===== src/dpllc_pkg.sv =====
// dpllc_pkg: register map, field layout, reset values and frame constants
package dpllc_pkg;

  // register byte addresses
  localparam logic [6:0] ADDR_FIRST_LOOP_BYPASS_CTRL   = 7'h17;
  localparam logic [6:0] ADDR_SECOND_LOOP_PATH_CTRL    = 7'h18;
  localparam logic [6:0] ADDR_FIRST_LOOP_TUNING_CTRL   = 7'h1C;
  localparam logic [6:0] ADDR_FIRST_LOOP_PHASE_OFFSET  = 7'h1D;
  localparam logic [6:0] ADDR_SECOND_LOOP_PUMP_CURRENT = 7'h1E;

  // bit positions
  localparam int BIT_FIRST_STAGE_BYPASS   = 0;
  localparam int BIT_OSCILLATOR_RANGE_SEL = 0;
  localparam int BIT_SECOND_STAGE_BYPASS  = 1;
  localparam int BIT_VCXO_SLOPE_POLARITY  = 7;
  localparam int BIT_FORCE_MID_TUNE       = 6;
  localparam int BIT_PHASE_OFFSET_EN      = 5;
  localparam int CODE_MSB                 = 4;
  localparam int CODE_W                   = 5;

  // reset values
  localparam logic             RST_FIRST_STAGE_BYPASS   = 1'h0;
  localparam logic             RST_SECOND_STAGE_BYPASS  = 1'h0;
  localparam logic             RST_OSCILLATOR_RANGE_SEL = 1'h0;
  localparam logic             RST_VCXO_SLOPE_POLARITY  = 1'h0;
  localparam logic             RST_FORCE_MID_TUNE       = 1'h1;
  localparam logic             RST_PHASE_OFFSET_EN      = 1'h0;
  localparam logic [CODE_MSB:0] RST_FIRST_PUMP          = 5'h0F;
  localparam logic [CODE_MSB:0] RST_PHASE_OFFSET_STEPS  = 5'h00;
  localparam logic [CODE_MSB:0] RST_SECOND_PUMP         = 5'h06;

  // scaling of codes into physical units
  localparam logic [12:0] FIRST_PUMP_STEP_UA  = 13'h0032;
  localparam logic [12:0] SECOND_PUMP_STEP_UA = 13'h00C8;
  localparam logic [8:0]  OFFSET_STEP_DECIDEG = 9'h009;

  // serial frame: command byte (read flag, 7-bit address), then data byte
  localparam int         CMD_READ_BIT = 7;
  localparam logic [2:0] LAST_BIT     = 3'h7;
  localparam logic [2:0] FIRST_BIT    = 3'h0;

  typedef enum logic [3:0] {
    ST_IDLE = 4'b0001,
    ST_CMD  = 4'b0010,
    ST_DATA = 4'b0100,
    ST_DONE = 4'b1000
  } dpllc_state_type;

endpackage : dpllc_pkg


===== src/dpllc_regs.sv =====
// dpllc_regs: serial-port register bank steering the two synthesizer loops
//
// Function
// - first-stage bypass bit disables and routes around loop
// - second-stage bypass feeds first loop to dividers
// - slope polarity bit sets detector sense, resets zero
// - force-midpoint holds tuning pin at half supply
// - first pump current is 50uA times code plus one
// - first pump code resets to 0x0F, 0.8mA
// - offset enable applies programmed offset, resets zero
// - offset is 0.9 degree per step, resets zero
// - second pump 200uA times code plus one, reset 6
`timescale 1ns/100ps

module dpllc_regs
  import dpllc_pkg::*;
(
  input  wire logic        clk_in,
  input  wire logic        srst_in,
  input  wire logic        spi_sclk_in,
  input  wire logic        spi_cs_n_in,
  input  wire logic        spi_mosi_in,
  output logic             spi_miso_out,
  output logic             spi_miso_oe_n_out,
  output logic             first_stage_bypass_out,
  output logic             second_stage_bypass_out,
  output logic             oscillator_range_sel_out,
  output logic             vcxo_slope_polarity_out,
  output logic             force_mid_tune_out,
  output logic [4:0]       first_stage_pump_current_out,
  output logic             phase_offset_en_out,
  output logic [4:0]       phase_offset_steps_out,
  output logic [4:0]       second_stage_pump_current_out,
  output logic [10:0]      first_stage_pump_ua_out,
  output logic [12:0]      second_stage_pump_ua_out,
  output logic [8:0]       phase_offset_decideg_out
);

  function automatic logic [12:0] pump_ua(input logic [4:0] code, input logic [12:0] step);
    return ({8'h00, code} + 13'h0001) * step;
  endfunction : pump_ua

  ////////////////////////////////////////////////////////////////////////////
  // pin synchronisers: sclk, cs_n, mosi
  logic [2:0] pin_meta;
  logic [2:0] pin_sync;
  logic [2:0] pin_prev;

  always_ff @(posedge clk_in) begin
    if (srst_in) begin
      pin_meta <= 3'h2;
      pin_sync <= 3'h2;
      pin_prev <= 3'h2;
    end else begin
      pin_meta <= {spi_mosi_in, spi_cs_n_in, spi_sclk_in};
      pin_sync <= pin_meta;
      pin_prev <= pin_sync;
    end
  end

  logic sclk_rise;
  logic sclk_fall;
  logic cs_n_s;
  logic mosi_s;
  assign sclk_rise = pin_sync[0] & ~pin_prev[0];
  assign sclk_fall = ~pin_sync[0] & pin_prev[0];
  assign cs_n_s    = pin_sync[1];
  assign mosi_s    = pin_sync[2];

  ////////////////////////////////////////////////////////////////////////////
  // frame engine and register file
  dpllc_state_type state;
  dpllc_state_type next_state;
  logic [2:0]      cnt;
  logic [2:0]      next_cnt;
  logic [7:0]      shift;
  logic [7:0]      next_shift;
  logic [7:0]      tx;
  logic [7:0]      next_tx;
  logic            read_op;
  logic            next_read_op;
  logic [6:0]      addr;
  logic [6:0]      next_addr;
  logic            next_miso;
  logic            next_oe_n;
  logic            wr_stb;
  logic [7:0]      wr_data;
  logic [7:0]      rd_byte;

  logic            next_bypass1;
  logic            next_bypass2;
  logic            next_osc_sel;
  logic            next_polarity;
  logic            next_force_mid;
  logic [4:0]      next_pump1;
  logic            next_offs_en;
  logic [4:0]      next_offs_steps;
  logic [4:0]      next_pump2;
  logic [10:0]     next_pump1_ua;
  logic [12:0]     next_pump2_ua;
  logic [8:0]      next_offs_deg;

  // read mux; unmapped addresses read zero
  always_comb begin
    rd_byte = 8'h00;
    if (addr == ADDR_FIRST_LOOP_BYPASS_CTRL) begin
      rd_byte[BIT_FIRST_STAGE_BYPASS] = first_stage_bypass_out;
    end else if (addr == ADDR_SECOND_LOOP_PATH_CTRL) begin
      rd_byte[BIT_SECOND_STAGE_BYPASS]  = second_stage_bypass_out;
      rd_byte[BIT_OSCILLATOR_RANGE_SEL] = oscillator_range_sel_out;
    end else if (addr == ADDR_FIRST_LOOP_TUNING_CTRL) begin
      rd_byte[BIT_VCXO_SLOPE_POLARITY] = vcxo_slope_polarity_out;
      rd_byte[BIT_FORCE_MID_TUNE]      = force_mid_tune_out;
      rd_byte[CODE_MSB:0]              = first_stage_pump_current_out;
    end else if (addr == ADDR_FIRST_LOOP_PHASE_OFFSET) begin
      rd_byte[BIT_PHASE_OFFSET_EN] = phase_offset_en_out;
      rd_byte[CODE_MSB:0]          = phase_offset_steps_out;
    end else if (addr == ADDR_SECOND_LOOP_PUMP_CURRENT) begin
      rd_byte[CODE_MSB:0] = second_stage_pump_current_out;
    end
  end

  always_comb begin
    next_state      = state;
    next_cnt        = cnt;
    next_shift      = shift;
    next_tx         = tx;
    next_read_op    = read_op;
    next_addr       = addr;
    next_miso       = spi_miso_out;
    next_oe_n       = spi_miso_oe_n_out;
    wr_stb          = 1'b0;
    wr_data         = {shift[6:0], mosi_s};
    next_bypass1    = first_stage_bypass_out;
    next_bypass2    = second_stage_bypass_out;
    next_osc_sel    = oscillator_range_sel_out;
    next_polarity   = vcxo_slope_polarity_out;
    next_force_mid  = force_mid_tune_out;
    next_pump1      = first_stage_pump_current_out;
    next_offs_en    = phase_offset_en_out;
    next_offs_steps = phase_offset_steps_out;
    next_pump2      = second_stage_pump_current_out;
    // deasserting select aborts any frame; a partial write never commits
    if (cs_n_s) begin
      next_state = ST_IDLE;
      next_oe_n  = 1'b1;
      next_miso  = 1'b0;
    end else begin
      case (state)
        ST_IDLE: begin
          next_state = ST_CMD;
          next_cnt   = FIRST_BIT;
        end
        ST_CMD: begin
          if (sclk_rise) begin
            next_shift = {shift[6:0], mosi_s};
            next_cnt   = 3'(cnt + 3'h1);
            if (cnt == LAST_BIT) begin
              next_read_op = next_shift[CMD_READ_BIT];
              next_addr    = next_shift[6:0];
              next_state   = ST_DATA;
            end
          end
        end
        ST_DATA: begin
          next_oe_n = ~read_op;
          // shift on falling edge so the host samples on the rising edge
          if (sclk_fall && read_op) begin
            if (cnt == FIRST_BIT) begin
              next_miso = rd_byte[7];
              next_tx   = {rd_byte[6:0], 1'b0};
            end else begin
              next_miso = tx[7];
              next_tx   = {tx[6:0], 1'b0};
            end
          end
          if (sclk_rise) begin
            next_shift = {shift[6:0], mosi_s};
            next_cnt   = 3'(cnt + 3'h1);
            if (cnt == LAST_BIT) begin
              next_state = ST_DONE;
              wr_stb     = ~read_op;
            end
          end
        end
        ST_DONE: begin
          next_state = ST_DONE;
        end
        default: begin
          next_state = ST_IDLE;
        end
      endcase
    end
    // only defined fields are stored; reserved bits are dropped
    if (wr_stb) begin
      if (addr == ADDR_FIRST_LOOP_BYPASS_CTRL) begin
        next_bypass1 = wr_data[BIT_FIRST_STAGE_BYPASS];
      end else if (addr == ADDR_SECOND_LOOP_PATH_CTRL) begin
        next_bypass2 = wr_data[BIT_SECOND_STAGE_BYPASS];
        next_osc_sel = wr_data[BIT_OSCILLATOR_RANGE_SEL];
      end else if (addr == ADDR_FIRST_LOOP_TUNING_CTRL) begin
        next_polarity  = wr_data[BIT_VCXO_SLOPE_POLARITY];
        next_force_mid = wr_data[BIT_FORCE_MID_TUNE];
        next_pump1     = wr_data[CODE_MSB:0];
      end else if (addr == ADDR_FIRST_LOOP_PHASE_OFFSET) begin
        next_offs_en    = wr_data[BIT_PHASE_OFFSET_EN];
        next_offs_steps = wr_data[CODE_MSB:0];
      end else if (addr == ADDR_SECOND_LOOP_PUMP_CURRENT) begin
        next_pump2 = wr_data[CODE_MSB:0];
      end
    end
    next_pump1_ua = 11'(pump_ua(next_pump1, FIRST_PUMP_STEP_UA));
    next_pump2_ua = pump_ua(next_pump2, SECOND_PUMP_STEP_UA);
    next_offs_deg = next_offs_en ? 9'({4'h0, next_offs_steps} * OFFSET_STEP_DECIDEG)
                                 : 9'h000;
  end

  always_ff @(posedge clk_in) begin
    if (srst_in) begin
      state                         <= ST_IDLE;
      cnt                           <= FIRST_BIT;
      shift                         <= 8'h00;
      tx                            <= 8'h00;
      read_op                       <= 1'b0;
      addr                          <= 7'h00;
      spi_miso_out                  <= 1'b0;
      spi_miso_oe_n_out             <= 1'b1;
      first_stage_bypass_out        <= RST_FIRST_STAGE_BYPASS;
      second_stage_bypass_out       <= RST_SECOND_STAGE_BYPASS;
      oscillator_range_sel_out      <= RST_OSCILLATOR_RANGE_SEL;
      vcxo_slope_polarity_out       <= RST_VCXO_SLOPE_POLARITY;
      force_mid_tune_out            <= RST_FORCE_MID_TUNE;
      first_stage_pump_current_out  <= RST_FIRST_PUMP;
      phase_offset_en_out           <= RST_PHASE_OFFSET_EN;
      phase_offset_steps_out        <= RST_PHASE_OFFSET_STEPS;
      second_stage_pump_current_out <= RST_SECOND_PUMP;
      first_stage_pump_ua_out       <= 11'(pump_ua(RST_FIRST_PUMP, FIRST_PUMP_STEP_UA));
      second_stage_pump_ua_out      <= pump_ua(RST_SECOND_PUMP, SECOND_PUMP_STEP_UA);
      phase_offset_decideg_out      <= 9'h000;
    end else begin
      state                         <= next_state;
      cnt                           <= next_cnt;
      shift                         <= next_shift;
      tx                            <= next_tx;
      read_op                       <= next_read_op;
      addr                          <= next_addr;
      spi_miso_out                  <= next_miso;
      spi_miso_oe_n_out             <= next_oe_n;
      first_stage_bypass_out        <= next_bypass1;
      second_stage_bypass_out       <= next_bypass2;
      oscillator_range_sel_out      <= next_osc_sel;
      vcxo_slope_polarity_out       <= next_polarity;
      force_mid_tune_out            <= next_force_mid;
      first_stage_pump_current_out  <= next_pump1;
      phase_offset_en_out           <= next_offs_en;
      phase_offset_steps_out        <= next_offs_steps;
      second_stage_pump_current_out <= next_pump2;
      first_stage_pump_ua_out       <= next_pump1_ua;
      second_stage_pump_ua_out      <= next_pump2_ua;
      phase_offset_decideg_out      <= next_offs_deg;
    end
  end
endmodule : dpllc_regs


===== config.mk =====
export PLATFORM = sky130hd
export DESIGN_NAME = dpllc_regs
export DESIGN_NICKNAME = d
export VERILOG_FILES = /design/src/dpllc_pkg.sv /design/src/dpllc_regs.sv
export SDC_FILE = /design/constraint.sdc
export NUM_CORES = 1
export LEC_CHECK = 0
export BUFFER_PORTS_ARGS = -buffer_cell sky130_fd_sc_hd__buf_2
export CORE_MARGIN = 3
export CORE_UTILIZATION = 42
export CTS_CLUSTER_SIZE = 24
export DETAILED_ROUTE_END_ITERATION = 12
export GPL_ROUTABILITY_DRIVEN = 0
export GPL_TIMING_DRIVEN = 0
export PLACE_DENSITY = 0.62
export SYNTH_ARGS = -nofsm -noshare
export SYNTH_HDL_FRONTEND = slang
export SYNTH_SLANG_ARGS = --single-unit

===== constraint.sdc =====
create_clock -name clk_in -period 4.8 [get_ports clk_in]
set_input_delay 0.72 -clock clk_in [delete_from_list [all_inputs] [get_ports clk_in]]
set_output_delay 0.72 -clock clk_in [all_outputs]
set_load 0.03 [all_outputs]

Word-level counts from Yosys, hierarchy flattened
Cells that the tools add are included.

Add/subtract/negate cells: 3. $mul: 3. Eq/ne operators: 15. Mux-type cells: 43. Bitwise operators: 9. Reductions and logical operators: 15.

Operators by type and width (count): 5-bit two-way mux (18); 7-bit by 5-bit equality test with 1-bit output, second input constant (5); 6-bit by 5-bit multiplier with 10-bit output, second input constant (2); 4-bit two-way mux (4); 4-bit case mux with 4 select lines (1); 1-bit two-way mux (13); 5-bit by 1-bit adder with 6-bit output, second input constant (2); 3-bit AND reduction (4); 4-bit AND reduction (3); 5-bit by 4-bit multiplier with 9-bit output, second input constant (1); 8-bit two-way mux (1); 2-bit != test, second input constant (4); 7-bit two-way mux (1); 1-bit NOT (7); 6-bit two-way mux (1); 3-bit case mux with 2 select lines (1); 2-bit OR reduction (3); 4-bit by 1-bit equality test with 1-bit output, second input constant (1); 4-bit by 2-bit equality test with 1-bit output, second input constant (1); 4-bit by 3-bit equality test with 1-bit output, second input constant (1); 4-bit equality test, second input constant (1); 2-bit two-way mux (2); 2-bit AND reduction (2); 3-bit by 1-bit adder with 3-bit output, second input constant (1); other kinds (7) (8).

Register bits: 93. Bits of input ports: 5. Output and inout port bits: 56. Logic and storage cells: 113.

Longest topological paths before layout
Gate-level depths: netlist of run 1.

Depth in word-level cells: 9. Gate-level depth with buffers: 22. Depth with buffers taken out: 20.

Least setup slack after synthesis of run 1
Ideal clock, no wire load.

Path type: register -> register. Start point: reg cnt[0]. End point: reg first_stage_pump_ua_out[10]. Library setup time: 121 ps. Arrival: 4499 ps. Required time: 4679 ps. Path slack: 180 ps. Cell stages (with the launch flop): 22. Path buffers: 2. Period minus slack after synthesis: 4620 ps. Path through: dfxtp_1 > ha_1 > ha_1 > and4bb_2 > and3_1 > buf_2 > nand2_1 > buf_2 > mux2i_1 > inv_1 > ha_1 > nor3_1 > nor2_1 > ha_1 > ha_1 > ha_1 > ha_1 > a21o_1 > a21oi_1 > o21bai_1 > a21oi_1 > mux2_2.

Longest elaborated chain between the ends: 8.

RTL lines: start, declared (line dpllc_regs.sv:74) `logic [2:0] cnt;`; start signal, assigned (line dpllc_regs.sv:242) `cnt <= next_cnt;`; 3-bit equality test (line dpllc_regs.sv:180) `if (cnt == LAST_BIT) begin`; 1-bit two-way mux (line dpllc_regs.sv:180); 1-bit two-way mux (line dpllc_regs.sv:177) `if (sclk_rise) begin`; 1-bit two-way mux (line dpllc_regs.sv:149) `case (state)`; 1-bit two-way mux (line dpllc_regs.sv:144) `if (cs_n_s) begin`; 5-bit two-way mux (line dpllc_regs.sv:195) `if (wr_stb) begin`; named net next_pump1[1] (line dpllc_regs.sv:95) `logic [4:0] next_pump1;`; 5-bit by 1-bit adder with 6-bit output (line dpllc_regs.sv:40) `return ({8'h00, code} + 13'h0001) * step;`; 6-bit by 5-bit multiplier with 10-bit output (line dpllc_regs.sv:40); end signal, assigned (line dpllc_regs.sv:237) `first_stage_pump_ua_out <= 11'(pump_ua(RST_FIRST_PUMP, FIRST_PUMP_STEP_UA));`; end signal, assigned (line dpllc_regs.sv:258) `first_stage_pump_ua_out <= next_pump1_ua;`; end, declared (line dpllc_regs.sv:34) `output logic [10:0] first_stage_pump_ua_out,`.

The timed path passes the listed nets, and every way through them passes these cells. A chain may end at the register's enable or synchronous reset.

Worst setup path after layout of run 1
Start point: reg cnt[1]. End point: reg first_stage_pump_ua_out[10].

Same word-level chain as after synthesis.

==> results.py, run 1 <==
metrics = {
    "outcome": {
        "status": "completed",
    },
    "min_path": {
        "hold_path_class": "register to register",
    },
    "clock_network": {
        "cts_tree": "built",
        "worstSkewPairLatency_ns": 0.34,
        "clock_sinks": 88,
        "clockBufferDepth": 2,
        "holdBufCountCts": 0,
        "clk_pin_slew_worst_paths_ns": 0.07,
        "cts_max_level": 3,
        "cts-root-buf": "clkbuf_16",
        "cts-buffers-inserted": 9,
    },
    "critical_path": {
        "path_max_fanout": 10,
        "r2r_setup_slack_ns": 0.26,
        "worst_setup_path_start_kind": "register",
        "cp_top_family": "adder cells",
        "cp_common_cell": "ha_1",
        "cp.required_ns": 5.03,
        "critPathBufInv": 4,
        "cp.arrival_ns": 4.77,
        "worst_path_max_delay_cell": "dfxtp_1",
        "crit_path_end_kind": "register",
        "critical_path_class": "register to register",
        "cp_cell_sequence": "ha_1, ha_1, and4bb_2, and3_1, buf_4, nand2_2, buf_6, mux2i_4, inv_2, ha_4, nand3_1, xor2_1, mux2i_2, ha_1, ha_1, ha_1, ha_1, inv_1, o21bai_1, a21oi_1, mux2_2",
        "max_stage_delay_ns": 0.36,
    },
    "timing": {
        "final_max_slew_viol_count": 0,
        "hold_viol": 0,
        "setup_viol": 0,
        "relSlewSlack": 0.548,
        "max_slew.worst_pin.slew_ns": 0.678,
        "fin_tns_setup_ns": 0,
        "skew_ns": 0.00953,
        "min_period_ns": 4.54,
        "grt_setup_unrepaired": "no",
        "holdWs_ns": 0.413,
        "max_freq_ghz": 0.220,
        "fin_ws_ns": 0.255,
        "fin_crit_sh": 0.947,
    },
    "placement": {
        "port_buffers": 56,
        "placedCellCount": 712,
        "post_dp_cell_area_um2": 5260,
        "pre_cts_ws_ns": -0.459,
        "dp_hpwl_um": 8430,
    },
    "routing": {
        "vias": 3827,
        "dr.first_iter.drc_count": 253,
        "drt_first_pass_iters": 4,
        "antenna_left": 0,
        "routedWlPerCell_um": 16.0,
        "drc": 0,
        "via_per_inst": 5.21,
        "wl_um": 11700,
    },
    "synth": {
        "synth_top_cell_by_area": "dfxtp_1",
        "ys_warn_count": 0,
        "synthCells": 513,
        "syn_area_um2": 4790,
        "synth_edf_count": 0,
        "synth-main-ff-cell": "dfxtp_1",
        "synth_seq_cells": 88,
        "synth_area_leaders": "dfxtp_1, ha_1, mux2i_1",
        "async_reset_ff_frac": 0,
        "ys_seq_area_frac": 0.368,
        "ys_types": 66,
        "postSynthAreaPerCell_um2": 9.34,
        "synth.top_cell.area_share": 0.368,
    },
    "floorplanning": {
        "io_pins": 61,
        "rows": 38,
        "core-area_um2": 11000,
        "dieWidth_um": 113,
        "initial_core_util": 0.436,
        "fp.dieH_um": 113,
        "dieArea_um2": 12700,
    },
    "pwr": {
        "p_per_area_nw_per_um2": 260,
        "intPower_mw": 1.16,
        "p_clk_frac": 0.485,
        "p_sw_mw": 0.330,
        "total_leakage_power_nw": 2.59,
        "p_comb_frac": 0.022,
        "ir_drop_v": 0.000218,
        "seqPwrFrac": 0.493,
        "finalPower_mw": 1.49,
        "switching_share": 0.221,
    },
    "cells_and_area": {
        "multi_input_area_um2": 2910,
        "seq_area_um2": 1760,
        "fin_nets": 645,
        "syn_to_final_growth_pct": 19.7,
        "fin_area_um2": 5740,
        "final_core_util": 0.522,
        "layoutNonFillerInstCount": 735,
        "diodes": 0,
        "drive_gt1_frac": 0.225,
        "n_fill_cell": 1034,
    },
    "global_routing": {
        "overflow": 0,
        "grt_pass1_wl_um": 18800,
        "antenna_found_initial": 0,
        "grtUsageTotal": 0.184,
        "grt_pass1_vias": 3702,
        "grt_max_degree": 16,
    },
    "job": {
        "drv_cap": 0,
    },
}
## power by group through the flow
| stage | logic (mW) | registers (mW) | clock network (mW) |
|---|---|---|---|
| 3_3_place_gp | 0.0329 | 0.752 | 0 |
| 5_1_grt | 0.0359 | 0.735 | 0.763 |
| 6_report | 0.0332 | 0.735 | 0.724 |
| 2_1_floorplan | 0.0221 | 0.751 | 0 |
| 4_1_cts | 0.0334 | 0.735 | 0.738 |
| 3_5_place_dp | 0.0331 | 0.752 | 0 |
## path summary, 6_finish.rpt
check,from,end,cells past startpoint
setup reg to reg,cnt[1],first_stage_pump_ua_out[10],21
hold reg to reg,pin_meta[1],pin_sync[1],1
setup / recovery,cnt[1],first_stage_pump_ua_out[10],21
hold / removal,pin_meta[1],pin_sync[1],1
## area by class of cell
class | count | share of cell area
multi-input cells | 375 | 0.507
flip-flops and latches | 88 | 0.307
repair buffers | 64 | 0.0593
clock buffers | 10 | 0.0417
well taps | 140 | 0.0305
plain buffers | 29 | 0.0277
inverters | 23 | 0.0150
clock inverters | 6 | 0.0118
## cells in the mapped netlist, types with 3 or more instances
master    number
fa_1           3
a21o_1         5
o211ai_1       3
dfxtp_1       88
buf_2          6
and3_1         5
nand2b_1      11
a22oi_1        5
and2_1         4
clkbuf_1      14
a211o_1        3
mux2i_2        3
nor2b_1       17
nand3_1       17
o21ai_0        7
nand3b_1       4
a21oi_1       24
xnor2_1       14
mux2i_1       26
a211oi_1       5
buf_1          3
mux2_2         6
xor2_1         9
a311oi_1       4
nand2_1       38
or3_1          5
nor2_1        48
or2_2          8
ha_1          47
buf_4          5
inv_1         23
nor3_1         8
## cells by family after synthesis
kind of cell             after synthesis  synth area share
AND/OR/NAND/NOR                      190             0.221
adder cells (fa/ha/maj)               50             0.135
flip-flops                            88             0.368
other                                  1          0.000783
AO/OA/AOI/OAI                         71            0.0984
multiplexers                          37            0.0849
buffers and inverters                 53            0.0501
XOR/XNOR                              23            0.0420
## layer usage
metal | global-route usage | share of wire | vias up
met4 | 0.0561 | 0.015 | 0
li1 | - | - | 1924
met3 | 0.0326 | 0.043 | 14
met5 | 0 | 0 | -
met2 | 0.303 | 0.48 | 75
met1 | 0.246 | 0.47 | 1814
## layout by cell type (no fill, tap or decap), types with 11 or more instances in the layout
cell type,instances
nand2_1,37
a21oi_1,23
ha_1,43
xnor2_1,13
clkbuf_1,13
nor2b_1,17
dfxtp_1,88
mux2i_1,22
buf_4,14
inv_1,22
nand2b_1,11
nand3_1,17
buf_2,60
nor2_1,48
## flip-flops by register name, summed over array words and instances, names as in the netlist
name                           cells
addr                               7
cnt                                3
first_stage_bypass_out             1
first_stage_pump_current_out       5
first_stage_pump_ua_out           10
force_mid_tune_out                 1
oscillator_range_sel_out           1
phase_offset_decideg_out           9
phase_offset_en_out                1
phase_offset_steps_out             5
pin_meta                           3
pin_prev                           1
pin_sync                           3
read_op                            1
second_stage_bypass_out            1
second_stage_pump_current_out      5
second_stage_pump_ua_out          10
shift                              7
spi_miso_oe_n_out                  1
spi_miso_out                       1
state                              4
tx                                 7
vcxo_slope_polarity_out            1
## repair_timing
action | 4_1_cts | 5_1_grt
gates resized for setup | 10 | 11
pin swaps | 1 | 3
cloned | 0 | 0
buffers inserted | 0 | 8
hold endpoints to repair | 0 | 0
endpoints found under the setup margin | 4 | 3
(Power assumes the default switching activity.)
==> run 2: changes to the inputs <==
--- a/config.mk
+++ b/config.mk
@@ -7,12 +7,11 @@
 export LEC_CHECK = 0
 export BUFFER_PORTS_ARGS = -buffer_cell sky130_fd_sc_hd__buf_2
 export CORE_MARGIN = 3
-export CORE_UTILIZATION = 42
+export CORE_UTILIZATION = 50
 export CTS_CLUSTER_SIZE = 24
 export DETAILED_ROUTE_END_ITERATION = 12
 export GPL_ROUTABILITY_DRIVEN = 0
-export GPL_TIMING_DRIVEN = 0
-export PLACE_DENSITY = 0.62
+export PLACE_DENSITY = 0.72
 export SYNTH_ARGS = -nofsm -noshare
 export SYNTH_HDL_FRONTEND = slang
 export SYNTH_SLANG_ARGS = --single-unit
==> results.py, run 2 (synthesis gave the netlist of run 1 again) <==
metrics = {
    "pwr": {
        "total_leakage_power_nw": 2.49,
        "p_per_area_nw_per_um2": 253,
        "ir_drop_v": 0.000147,
    },
    "cells_and_area": {
        "syn_to_final_growth_pct": 12.7,
        "fin_nets": 616,
        "layoutNonFillerInstCount": 695,
        "drive_gt1_frac": 0.196,
        "reg_top3": "first_stage_pump_ua_out: 10 flops, second_stage_pump_ua_out: 10 flops, phase_offset_decideg_out: 9 flops",
        "final_common_cell": "dfxtp_1",
        "most-common-layout-cells": "dfxtp_1, buf_2, nor2_1, ha_1, nand2_1",
        "diodes": 0,
    },
    "critical_path": {
        "cp_cell_sequence": "ha_1, ha_1, and4bb_2, and3_1, nand2_2, mux2i_2, inv_1, ha_1, nor3_2, nor2_1, ha_1, ha_1, ha_1, ha_1, a21o_1, a21oi_2, o21bai_1, a21oi_1, mux2_2",
        "cp.arrival_ns": 4.75,
        "worst_path_max_delay_cell": "ha_1",
        "crit_path_end_kind": "register",
        "worstSetupPathDepth": 19,
        "worst_setup_path_start_kind": "register",
        "path_max_fanout": 4,
        "cp_common_cell": "ha_1",
        "cp_top_family": "adder cells",
        "critPathBufInv": 1,
        "cp.required_ns": 5.05,
        "r2r_cells": 19,
        "critical_path_class": "register to register",
        "max_stage_delay_ns": 0.34,
    },
    "global_routing": {
        "grt_max_degree": 46,
        "antenna_found_initial": 0,
        "grt_pass1_vias": 3779,
        "grt_pass1_wl_um": 18000,
        "overflow": 0,
        "grtUsageTotal": 0.202,
    },
    "routing": {
        "antenna_left": 0,
        "routedWlPerCell_um": 15.2,
        "via_per_inst": 5.42,
        "vias": 3766,
        "dr.first_iter.drc_count": 192,
        "drt_first_pass_iters": 4,
        "drc": 0,
        "wl_um": 10600,
    },
    "clock_network": {
        "clk_pin_slew_worst_paths_ns": 0.08,
        "cts_tree": "built",
        "clock_sinks": 88,
        "cts-buffers-inserted": 9,
        "worstSkewPairLatency_ns": 0.35,
        "cts_setup_buffers": 0,
        "cts-root-buf": "clkbuf_8",
        "clockBufferDepth": 2,
        "cts_max_level": 3,
    },
    "timing": {
        "max_slew.worst_pin.slew_ns": 0.649,
        "fin_tns_setup_ns": 0,
        "setup_viol": 0,
        "min_period_ns": 4.50,
        "grt_setup_unrepaired": "no",
        "final_max_slew_viol_count": 0,
        "max_freq_ghz": 0.222,
        "skew_ns": 0.00916,
        "fin_crit_sh": 0.938,
        "hold_viol": 0,
        "relSlewSlack": 0.564,
    },
    "placement": {
        "port_buffers": 56,
        "placedCellCount": 679,
        "dp_hpwl_um": 7700,
    },
    "floorplanning": {
        "dieArea_um2": 10800,
        "io_pins": 61,
        "initial_core_util": 0.516,
        "fp.dieH_um": 104,
        "core-area_um2": 9280,
        "rows": 35,
        "dieWidth_um": 104,
    },
    "min_path": {
        "hold_path_class": "register to register",
        "hold_path_depth": 1,
    },
    "job": {
        "drv_cap": 0,
    },
    "outcome": {
        "status": "completed",
    },
}
## run 2: cell types whose count changed in the layout (fill, tap and decap cells not counted), sizes merged
cell,delta
buf,-16
bufinv,+2
clkbuf,-13
clkinvlp,-1
inv,-1
## run 2: worst paths after layout
path | start | end | slack (ns)
worst max-delay path | cnt[0] | first_stage_pump_ua_out[10] | 0.30
worst min-delay path | pin_meta[1] | pin_sync[1] | 0.42
worst max register to register | cnt[0] | first_stage_pump_ua_out[10] | 0.30
worst min register to register | pin_meta[1] | pin_sync[1] | 0.42
## run 2: what timing repair did
action                                  4_1_cts  5_1_grt
hold buffers                                  0        0
endpoints found under the setup margin        0        1
gates resized for setup                       0        4
## run 2: layout make-up
type                    instances  area (um^2)
clock buffers                  10          128
repair buffers                 64          340
well taps                     129          161
multi-input cells             375         2820
flip-flops and latches         88         1760
inverters                      23         86.3
fillers                       838         3880
clock inverters                 6          108
## run 2: power by group
part	switching, mW	total [mW]	internal [mW]
registers	0.00373	0.736	0.732
clock network	0.262	0.607	0.344
logic	0.0167	0.0236	0.00694
## run 2: stage by stage
stage	setup WS, ns	hold WS (ns)	instance area [um^2]	utilization	power, mW
floorplan	0.180	0.389	4800	-	0.773
global placement	0.290	0.401	5150	0.555	0.777
detailed placement	0.154	0.404	5150	0.555	0.777
CTS	0.138	0.423	5390	0.580	1.38
global route	0.00990	0.432	5400	0.582	1.42
finish	0.296	0.420	5400	0.582	1.37
## run 2: per-layer routing
layer | routed length [um] | GRT usage
met5 | 0 | 0
met1 | 4690 | 0.263
met3 | 667 | 0.0453
met2 | 5010 | 0.336
met4 | 188 | 0.0579
